===== src/logic/acf_pkg.sv =====
// Constants and types shared by the authenticated counter command front end
package acf_pkg;
	localparam logic [7:0] OP_AUTH_INPUT   = 8'h9B;
	localparam logic [7:0] OP_AUTH_OUTPUT  = 8'h96;
	localparam logic [7:0] OP_RESET_ENABLE = 8'h66;
	localparam logic [7:0] OP_RESET        = 8'h99;
	localparam logic [7:0] TYPE_MASTER     = 8'h00;
	localparam logic [7:0] TYPE_KEY_UPDATE = 8'h01;
	localparam logic [7:0] TYPE_INCREMENT  = 8'h02;
	localparam logic [7:0] TYPE_REQUEST    = 8'h03;
	localparam logic [7:0] LEN_MASTER      = 8'd64;
	localparam logic [7:0] LEN_KEY_UPDATE  = 8'd40;
	localparam logic [7:0] LEN_INCREMENT   = 8'd40;
	localparam logic [7:0] LEN_REQUEST     = 8'd48;
	localparam logic [7:0] BYTE_TYPE       = 8'd1;
	localparam logic [7:0] BYTE_INDEX      = 8'd2;
	localparam logic [7:0] BYTE_WORD0      = 8'd4;
	localparam logic [7:0] BYTE_WORD3      = 8'd7;
	localparam logic [7:0] STATUS_RESET    = 8'h00;
	localparam int         ST_SUCCESS      = 7;
	localparam int         ST_FATAL        = 5;
	localparam int         ST_MISMATCH     = 4;
	localparam int         ST_KEY_UNINIT   = 3;
	localparam int         ST_SIG_ERR      = 2;
	localparam int         ST_MASTER_ERR   = 1;
	localparam int         ST_BUSY         = 0;
	localparam logic [1:0] NUM_COUNTERS    = 2'd3;
	localparam int         BITS_PER_BYTE   = 8;

	typedef enum logic [2:0] {
		ACF_IDLE = 3'b001,
		ACF_BUSY = 3'b010,
		ACF_DONE = 3'b100
	} acf_op_e;

	typedef struct packed {
		logic [1:0] status_code;
		logic       valid;
	} acf_dummy_s;
endpackage


===== src/logic/acf_sync.sv =====
// Two-flop synchroniser for the serial pins
`timescale 1ns/1ns
`default_nettype none
module acf_sync (
	input  wire logic clk,
	input  wire logic rst,
	input  wire logic d,
	input  wire logic rst_val,
	output logic      q
);
	typedef struct packed {
		logic s1;
		logic s2;
	} acf_sync_s;
	acf_sync_s st_r;
	acf_sync_s st_nxt;

	always_comb begin
		st_nxt.s1 = d;
		st_nxt.s2 = st_r.s1;
	end

	// Reset value is a constant per instance, driven from a tie at the parent
	always_ff @(posedge clk) begin
		if (rst) begin
			st_r <= {rst_val, rst_val};
		end else begin
			st_r <= st_nxt;
		end
	end

	assign q = st_r.s2;
endmodule
`default_nettype wire


===== src/logic/acf_shift.sv =====
// Serial byte receiver and status transmitter on recovered clock edges
`timescale 1ns/1ns
`default_nettype none
module acf_shift
	import acf_pkg::*;
(
	input  wire logic       clk,
	input  wire logic       rst,
	input  wire logic       sel,
	input  wire logic       sck_rise,
	input  wire logic       sck_fall,
	input  wire logic       din,
	input  wire logic [7:0] tx_byte,
	output logic [7:0]      rx_byte,
	output logic            rx_valid,
	output logic            dout
);
	typedef struct packed {
		logic [7:0] sh;
		logic [2:0] bitc;
		logic [7:0] rx;
		logic       rv;
		logic [7:0] tx;
		logic       out;
	} acf_shift_s;
	acf_shift_s st_r;
	acf_shift_s st_nxt;

	always_comb begin
		st_nxt    = st_r;
		st_nxt.rv = 1'b0;
		if (!sel) begin
			st_nxt.bitc = 3'd0;
			st_nxt.out  = 1'b0;
		end else begin
			if (sck_rise) begin
				st_nxt.sh   = {st_r.sh[6:0], din};
				st_nxt.bitc = st_r.bitc + 3'd1;
				if (st_r.bitc == 3'd7) begin
					st_nxt.rx = {st_r.sh[6:0], din};
					st_nxt.rv = 1'b1;
					st_nxt.tx = tx_byte;
				end
			end
			if (sck_fall) begin
				st_nxt.out = st_r.tx[7];
				st_nxt.tx  = {st_r.tx[6:0], 1'b0};
			end
		end
	end

	always_ff @(posedge clk) begin
		if (rst) begin
			st_r <= '0;
		end else begin
			st_r <= st_nxt;
		end
	end

	assign rx_byte  = st_r.rx;
	assign rx_valid = st_r.rv;
	assign dout     = st_r.out;
endmodule
`default_nettype wire


===== src/logic/acf_top.sv =====
// Authenticated counter command front end: frame decode, status register, busy gating
// Function
// 9Bh command starts operation, busy held
// No suspend; only 66h then 99h aborts
// Flash commands run alongside authentication work
// New input command ignored while busy
// Status readable during operation; busy data invalid
// Reset sequence any time clears volatile state
// Eight-bit status with documented bit layout
// Status reads zero after power-up
// Clean completion of types 0-3 gives 80h
// Busy set during every type, cleared after
// Bit 1 master errors, length correct only
// Bit 2 signature, index, type, length errors
// Bit 3 key or counter uninitialised
// Bit 4 counter value mismatch, type 2
// Bit 5 fatal condition
// Status untouched before eight opcode bits
// Host frames opcode, type, index, reserved, payload
// Type 0 payload: master secret, shortened MAC
// Type 1 payload: key seed, signature
// Type 2 payload: counter value, signature
// Type 3 payload: nonce, signature
// Types 04h-FFh reported as type error
// Host sends reserved byte as zero
// Single-line serial, eight clocks per byte
// While busy repeat status from byte 3
// Host resets with 66h then 99h
// Early deselect gives wrong payload length
// Sample on rising edge, launch after deselect
`timescale 1ns/1ns
`default_nettype none
module acf_top
	import acf_pkg::*;
(
	input  wire logic        clk,
	input  wire logic        rst,
	input  wire logic        sck,
	input  wire logic        cs_n,
	input  wire logic        mosi,
	output logic             miso,
	output logic             miso_oe,
	output logic             op_start,
	output logic [7:0]       op_type,
	output logic [7:0]       op_index,
	output logic [31:0]      op_word,
	input  wire logic        op_done,
	input  wire logic        op_fatal,
	input  wire logic        op_sig_ok,
	input  wire logic        op_master_free,
	input  wire logic        op_key_init,
	input  wire logic        op_counter_init,
	input  wire logic        op_value_match,
	output logic             op_abort,
	output logic [7:0]       auth_command_status
);
	typedef struct packed {
		acf_op_e    op;
		logic [7:0] status;
		logic [7:0] opcode;
		logic [7:0] nbytes;
		logic [7:0] ctype;
		logic [7:0] index;
		logic [31:0] word;
		logic       in_cmd;
		logic       out_cmd;
		logic       len_bad;
		logic       rst_armed;
		logic       sel_d;
		logic       sck_d;
		logic       start;
		logic       abort;
	} acf_top_s;
	acf_top_s st_r;
	acf_top_s st_nxt;

	logic       sck_s;
	logic       cs_n_s;
	logic       mosi_s;
	logic       sel;
	logic       sck_rise;
	logic       sck_fall;
	logic [7:0] rx_byte;
	logic       rx_valid;
	logic       shift_out;
	logic [7:0] tx_byte;

	// Expected frame length for a command type; zero marks a reserved type
	function automatic logic [7:0] frame_len(input logic [7:0] t);
		case (t)
			TYPE_MASTER:     frame_len = LEN_MASTER;
			TYPE_KEY_UPDATE: frame_len = LEN_KEY_UPDATE;
			TYPE_INCREMENT:  frame_len = LEN_INCREMENT;
			TYPE_REQUEST:    frame_len = LEN_REQUEST;
			default:         frame_len = 8'd0;
		endcase
	endfunction

	// Pins come from the host clock domain, so each passes two flops
	acf_sync u_sck (.clk(clk), .rst(rst), .d(sck), .rst_val(1'b0), .q(sck_s));
	acf_sync u_cs (.clk(clk), .rst(rst), .d(cs_n), .rst_val(1'b1), .q(cs_n_s));
	acf_sync u_mosi (.clk(clk), .rst(rst), .d(mosi), .rst_val(1'b0), .q(mosi_s));

	assign sel      = ~cs_n_s;
	assign sck_rise = sel & sck_s & ~st_r.sck_d;
	assign sck_fall = sel & ~sck_s & st_r.sck_d;

	// Byte 0 is the opcode, then status goes out from byte 1 and repeats in every later byte
	assign tx_byte = st_r.status;

	acf_shift u_shift (
		.clk      (clk),
		.rst      (rst),
		.sel      (sel),
		.sck_rise (sck_rise),
		.sck_fall (sck_fall),
		.din      (mosi_s),
		.tx_byte  (tx_byte),
		.rx_byte  (rx_byte),
		.rx_valid (rx_valid),
		.dout     (shift_out)
	);

	always_comb begin
		logic [7:0] st;
		logic [7:0] need;
		st              = st_r.status;
		need            = frame_len(st_r.ctype);
		st_nxt          = st_r;
		st_nxt.start    = 1'b0;
		st_nxt.abort    = 1'b0;
		st_nxt.sel_d    = sel;
		st_nxt.sck_d    = sck_s;

		if (rx_valid) begin
			st_nxt.nbytes = st_r.nbytes + 8'd1;
			if (st_r.nbytes == 8'd0) begin
				st_nxt.opcode = rx_byte;
				// A 9Bh seen while an operation runs never opens a frame
				if (rx_byte == OP_AUTH_INPUT && st_r.op == ACF_IDLE) begin
					st_nxt.in_cmd = 1'b1;
				end
				st_nxt.out_cmd = (rx_byte == OP_AUTH_OUTPUT);
			end
			if (st_r.in_cmd) begin
				if (st_r.nbytes == BYTE_TYPE) begin
					st_nxt.ctype = rx_byte;
				end
				if (st_r.nbytes == BYTE_INDEX) begin
					st_nxt.index = rx_byte;
				end
				if (st_r.nbytes >= BYTE_WORD0 && st_r.nbytes <= BYTE_WORD3) begin
					st_nxt.word = {st_r.word[23:0], rx_byte};
				end
			end
		end

		// Deselect ends a frame; launch or arm reset only now
		if (st_r.sel_d && !sel) begin
			st_nxt.nbytes  = 8'd0;
			st_nxt.in_cmd  = 1'b0;
			st_nxt.out_cmd = 1'b0;
			// Any other frame after 66h disarms, so a stray byte cannot abort
			if (st_r.nbytes == 8'd1 && st_r.opcode == OP_RESET_ENABLE) begin
				st_nxt.rst_armed = 1'b1;
			end else if (st_r.nbytes == 8'd1 && st_r.opcode == OP_RESET && st_r.rst_armed) begin
				st_nxt.rst_armed = 1'b0;
				st_nxt.abort     = 1'b1;
				st_nxt.op        = ACF_IDLE;
				st_nxt.status    = STATUS_RESET;
				st_nxt.ctype     = 8'h00;
				st_nxt.index     = 8'h00;
				st_nxt.word      = 32'h0000_0000;
			end else begin
				st_nxt.rst_armed = 1'b0;
			end
			// Frames too short for type byte leave status alone
			if (st_r.in_cmd && st_r.nbytes > BYTE_TYPE) begin
				st_nxt.len_bad = (need == 8'd0) || (st_r.nbytes != need);
				st_nxt.op      = ACF_BUSY;
				st_nxt.start   = 1'b1;
				st_nxt.status  = 8'h01;
			end
		end

		case (st_r.op)
			ACF_IDLE: begin
			end
			ACF_BUSY: begin
				// A reserved type or bad length ends at once with bit 2
				if (st_r.len_bad) begin
					st                  = 8'h00;
					st[ST_SIG_ERR]      = 1'b1;
					st_nxt.status       = st;
					st_nxt.op           = ACF_DONE;
				end else if (op_done) begin
					st = 8'h00;
					if (op_fatal) begin
						st[ST_FATAL] = 1'b1;
					end else if (st_r.ctype == TYPE_MASTER) begin
						st[ST_MASTER_ERR] = !op_master_free || st_r.index > {6'd0, NUM_COUNTERS} || !op_sig_ok;
					end else if (st_r.ctype == TYPE_KEY_UPDATE) begin
						st[ST_MASTER_ERR] = !op_counter_init;
						st[ST_SIG_ERR]    = !op_sig_ok || st_r.index > {6'd0, NUM_COUNTERS};
					end else begin
						st[ST_KEY_UNINIT] = !op_key_init || !op_counter_init;
						st[ST_SIG_ERR]    = !op_sig_ok || st_r.index > {6'd0, NUM_COUNTERS};
						if (st_r.ctype == TYPE_INCREMENT) begin
							st[ST_MISMATCH] = !op_value_match;
						end
					end
					st[ST_SUCCESS] = (st[6:0] == 7'd0);
					st_nxt.status  = st;
					st_nxt.op      = ACF_DONE;
				end
			end
			ACF_DONE: begin
				st_nxt.op = ACF_IDLE;
			end
			default: begin
				st_nxt.op = ACF_IDLE;
			end
		endcase
		// Abort wins over any completion in the same cycle
		if (st_nxt.abort) begin
			st_nxt.op     = ACF_IDLE;
			st_nxt.status = STATUS_RESET;
		end
	end

	always_ff @(posedge clk) begin
		if (rst) begin
			st_r        <= '0;
			st_r.op     <= ACF_IDLE;
			st_r.status <= STATUS_RESET;
		end else begin
			st_r <= st_nxt;
		end
	end

	// Only this unit's own commands are seen; flash array path is separate
	assign miso                = shift_out;
	assign miso_oe             = sel & st_r.out_cmd;
	// Length and type errors are settled here, so the engine never starts on them
	assign op_start            = st_r.start & ~st_r.len_bad;
	assign op_type             = st_r.ctype;
	assign op_index            = st_r.index;
	assign op_word             = st_r.word;
	assign op_abort            = st_r.abort;
	assign auth_command_status = st_r.status;

	a_busy_while_op: assert property (@(posedge clk) disable iff (rst)
		(st_r.op == ACF_BUSY) |-> auth_command_status[ST_BUSY])
		else $error("busy low during operation");
	a_status_reset: assert property (@(posedge clk) disable iff (rst)
		op_abort |-> auth_command_status == STATUS_RESET)
		else $error("reset did not clear status");
	a_no_restart: assert property (@(posedge clk) disable iff (rst)
		(st_r.op == ACF_BUSY) |=> !(st_r.start))
		else $error("new command taken while busy");
	a_success_only: assert property (@(posedge clk) disable iff (rst)
		auth_command_status[ST_SUCCESS] |-> auth_command_status[6:0] == 7'd0)
		else $error("success with other bits");
	a_busy_clears: assert property (@(posedge clk) disable iff (rst)
		(st_r.op == ACF_DONE) |-> !auth_command_status[ST_BUSY])
		else $error("busy still set after completion");
	a_len_error: assert property (@(posedge clk) disable iff (rst)
		(st_r.op == ACF_BUSY && st_r.len_bad) |=> auth_command_status == 8'h04 || op_abort)
		else $error("length error not reported");
	a_launch_deselect: assert property (@(posedge clk) disable iff (rst)
		$rose(st_r.start) |-> $past(st_r.sel_d) && !st_r.sel_d)
		else $error("launch without deselect");
	a_status_stable: assert property (@(posedge clk) disable iff (rst)
		(st_r.op == ACF_IDLE && !st_r.abort && !st_r.start) |=> $stable(auth_command_status) || st_r.start || op_abort)
		else $error("status moved while idle");
	c_success: cover property (@(posedge clk) auth_command_status == 8'h80);
	c_abort: cover property (@(posedge clk) (st_r.op == ACF_BUSY) ##1 op_abort);
	c_len_bad: cover property (@(posedge clk) auth_command_status == 8'h04);

	// Gating and completion checks; an abort may cut any of these short
	a_ignore_busy: assert property (@(posedge clk) disable iff (rst)
		(st_r.op == ACF_BUSY && rx_valid && st_r.nbytes == 8'd0) |=> !st_r.in_cmd)
		else $error("input command opened while busy");
	a_busy_until_done: assert property (@(posedge clk) disable iff (rst)
		(st_r.op == ACF_BUSY && !st_r.len_bad && !op_done) |=> auth_command_status[ST_BUSY] || op_abort)
		else $error("busy dropped before completion");
	a_done_clears_busy: assert property (@(posedge clk) disable iff (rst)
		(st_r.op == ACF_BUSY && !st_r.len_bad && op_done) |=> !auth_command_status[ST_BUSY])
		else $error("busy kept after completion");
	a_status_layout: assert property (@(posedge clk) disable iff (rst)
		!auth_command_status[6])
		else $error("undefined status bit set");
	a_reserved_refused: assert property (@(posedge clk) disable iff (rst)
		(st_r.start && frame_len(st_r.ctype) == 8'd0) |-> !op_start)
		else $error("reserved type launched");
	a_abort_after_pair: assert property (@(posedge clk) disable iff (rst)
		op_abort |-> $past(st_r.opcode) == OP_RESET && $past(st_r.rst_armed))
		else $error("abort without reset pair");
	// Ignored input command and key error are the paths most easily missed
	c_ignored: cover property (@(posedge clk) st_r.op == ACF_BUSY && rx_valid && st_r.nbytes == 8'd0);
	c_key_uninit: cover property (@(posedge clk) auth_command_status == 8'h08);
endmodule
`default_nettype wire


===== config.mk =====
export PLATFORM = sky130hd
export DESIGN_NAME = acf_top
export DESIGN_NICKNAME = d
export VERILOG_FILES = /design/src/logic/acf_pkg.sv /design/src/logic/acf_sync.sv /design/src/logic/acf_shift.sv /design/src/logic/acf_top.sv
export SDC_FILE = /design/constraint.sdc
export NUM_CORES = 1
export LEC_CHECK = 0
export BUFFER_PORTS_ARGS = -buffer_cell sky130_fd_sc_hd__buf_2
export CORE_AREA = 3 3 96 98
export CTS_BUF_LIST = sky130_fd_sc_hd__clkbuf_16
export DETAILED_ROUTE_END_ITERATION = 12
export DIE_AREA = 0 0 99 101
export PLACE_DENSITY = 0.84
export SETUP_SLACK_MARGIN = 0.02
export SYNTH_ARGS = -nofsm -noshare
export SYNTH_HDL_FRONTEND = slang
export SYNTH_SLANG_ARGS = --single-unit

===== constraint.sdc =====
create_clock -name clk -period 4.25 [get_ports clk]
set_input_delay 0.6375 -clock clk [delete_from_list [all_inputs] [get_ports clk]]
set_output_delay 0.6375 -clock clk [all_outputs]
set_load 0.005 [all_outputs]

==> results.sh <==
export IMPL_status="completed"
export IMPL_syn_nets=594
export IMPL_grt_start_max_net_pins=59
export IMPL_syn_avg_cell_area_um2=8.78
export IMPL_intPower_uw=1930
export IMPL_end_kind="flip-flop"
export IMPL_remaining_drc_errors=0
export IMPL_hpwlAfterDp_um=7100
export IMPL_syn_inst=576
export IMPL_ant_nets=0
export IMPL_layout_commonest_cell="dfxtp_1"
export IMPL_start_kind="flip-flop"
export IMPL_switching_share_pct=23.0
export IMPL_hold_ws_ns=0.406
export IMPL_cp_data_arrival_time_ns=2.68
export IMPL_area_growth_pct=9.50
export IMPL_path_cells="nor4_4 -> and3_1 -> nand3b_1 -> nand2b_2 -> nor3_1"
export IMPL_clk_path_buf_depth=2
export IMPL_cts_sinks=117
export IMPL_cap_viol_max_count=0
export IMPL_ys_flop_type="dfxtp_1"
export IMPL_min_period_ns=2.45
export IMPL_rows=34
export IMPL_io_pins=72
export IMPL_cts_buffers=17
export IMPL_cts_repair_resized=0
export IMPL_place_ws_ns=1.82
export IMPL_cts_tree="done"
export IMPL_fmax_mhz=409
export IMPL_clock_insertion_delay_worst_skew_ns=0.41
export IMPL_antenna_found_initial=0
export IMPL_crit_path_max_fanout=58
export IMPL_synth_largest_area_cell="dfxtp_1"
export IMPL_die_h_um=101
export IMPL_critical_path_required_ns=4.49
export IMPL_core_area_um2=8550
export IMPL_wl_um=10900
export IMPL_hold_buffers=0
export IMPL_synth_edff_count=0
export IMPL_dieWidth_um=99
export IMPL_vias_per_cell=5.57
export IMPL_synth_area_top_cells="dfxtp_1, buf_4, nand2_1"
export IMPL_report_final_slew_viol_count=0
export IMPL_cts_htree_levels=4
export IMPL_final_area_um2=5540
export IMPL_drive_gt1_share_pct=20.2
export IMPL_start_util_pct=59.2
export IMPL_worstPathBufferInverterCount=0
export IMPL_skew_ns=0.00994
export IMPL_cts_reportedPaths_clkPinSlew_ns=0.06
export IMPL_cp_slowest_cell="nand2b_2"
export IMPL_worstMarginPinSlew_ns=1.10
export IMPL_timing_final_hold_violations=0
export IMPL_leakage_uw=0.00236
export IMPL_synthArstFlopShare_pct=0
export IMPL_gr_usage_met3_pct=5.81
export IMPL_insertedDiodeCount=0
export IMPL_gr_usage_met2_pct=36.5
export IMPL_setup_slack_ns=1.80
export IMPL_layout_common_cells="dfxtp_1, nand2_1, buf_2"
export IMPL_grt_pass1_wl_um=17300
export IMPL_grt_use_met1_pct=27.0
export IMPL_final_nets=598
export IMPL_dieArea_um2=10000
export IMPL_pwr_share_seq_pct=44.0
export IMPL_synth_top_area_share_pct=46.3
export IMPL_max_stage_delay_ns=0.79
export IMPL_tns_ns=0
export IMPL_ys_warn_count=0
export IMPL_pwr_share_comb_pct=1.4
export IMPL_seq_area_frac_synth_pct=46.3
export IMPL_globalRouteOverflowTotal=0
export IMPL_hold_class="in -> reg"
export IMPL_setup_viol_count_final=0
export IMPL_syn_area_um2=5060
export IMPL_clkPwrFrac_pct=54.6
export IMPL_rsz0062_at_grt="false"
export IMPL_dpl_cell_area_um2=4970
export IMPL_power_density_nw_per_um2=452
export IMPL_vias=3905
export IMPL_maxSlewHeadroom_pct=26.7
export IMPL_top_usage_layer="met2"
export IMPL_cts_root_buf="clkbuf_16"
export IMPL_synth_cell_types=52
export IMPL_ir_drop_mv=0.303
export IMPL_post_cts_buffers=0
export IMPL_critPathTopFamily="simple AND/OR/NAND/NOR gates"
export IMPL_drt_first_pass_iters=5
export IMPL_track_usage_pct=22.0
export IMPL_period_share_pct=57.5
export IMPL_power_uw=2510
export IMPL_crit_type="reg -> reg"
export IMPL_ys_ff_latch=117
export IMPL_wl_per_cell_um=15.5
export IMPL_gp_congestion=0.845
export IMPL_grt_pass1_vias=3641
export IMPL_numPortBuffers=71
export IMPL_switchingPower_uw=576
export IMPL_drtIter0Drc=233
synthesized netlist by cell type (all sizes together), types with 2 or more instances:
cell and n:
and2b 2, or2 5, nand4 11, clkbuf 16, and3 2, nor2 66, o21ai 4, a32oi 3
nor3 15, or3 2, or4 3, nor2b 10, nand3 2, nand3b 5, xor2 5, a21oi 47
a311oi 7, buf 72, xnor2 3, nand2b 4, and2 2, dfxtp 117, nor4b 2, mux2i 37
ha 6, inv 3, a211oi 2, nor4 2, nand2 108
layout make-up:
class                           instances  area, µm²
Sequential cell                       117       2340
Clock buffer                           17        425
Multi-Input combinational cell        368       2110
Tap cell                              108        135
Clock inverter                         15        146
Timing Repair Buffer                   73        370
Inverter                                3       11.3
Fill cell                             670       3010
layer usage:
| metal | vias up | wire length [µm] |
|---|---|---|
| met1 | 1841 | 4410 |
| met3 | 27 | 804 |
| li1 | 1887 | - |
| met5 | - | 0 |
| met4 | 0 | 257 |
| met2 | 150 | 5380 |
cells by family after synthesis:
kind of cell	after synthesis	synth area share [%]
buf+inv	91	12.0
compound gates	71	8.66
mux	37	7.32
xor+xnor	8	1.38
simple gates	246	22.8
flops	117	46.3
fa+ha+maj	6	1.48
per-stage QoR:
| step | util (%) | instances |
|---|---|---|
| 6_report | 64.8 | 701 |
| 2_1_floorplan | - | 576 |
| 5_1_grt | 64.8 | 701 |
| 3_3_place_gp | 58.1 | 669 |
| 3_5_place_dp | 58.1 | 669 |
| 4_1_cts | 64.8 | 701 |
registers in the layout (all words and copies together) (netlist names), 8 cells and up:
signal	cells
op_index	8
u_shift.rx_byte	8
st_r	26
auth_command_status	8
op_word	32
u_shift.st_r	18
op_type	8
power by group through the flow:
stage / logic (µW) / clock network, µW / registers [µW]
after floorplan: 27.9 / 0 / 1130
after global placement: 33.0 / 0 / 1130
after detailed placement: 33.6 / 0 / 1130
after CTS: 34.1 / 1370 / 1100
after global routing: 37.5 / 1430 / 1100
final: 34.2 / 1370 / 1100
worst paths after layout:
check / startpoint / end / slack (ns) / cells after the start
max reg2reg: st_r[59] / auth_command_status[0] / 1.80 / 5
max: st_r[59] / auth_command_status[0] / 1.80 / 5
min reg2reg: u_cs.st_nxt[0] / u_cs.q / 0.41 / 1
min: cs_n / u_cs.st_nxt[0] / 0.41 / 2
(Power assumes the default switching activity.)
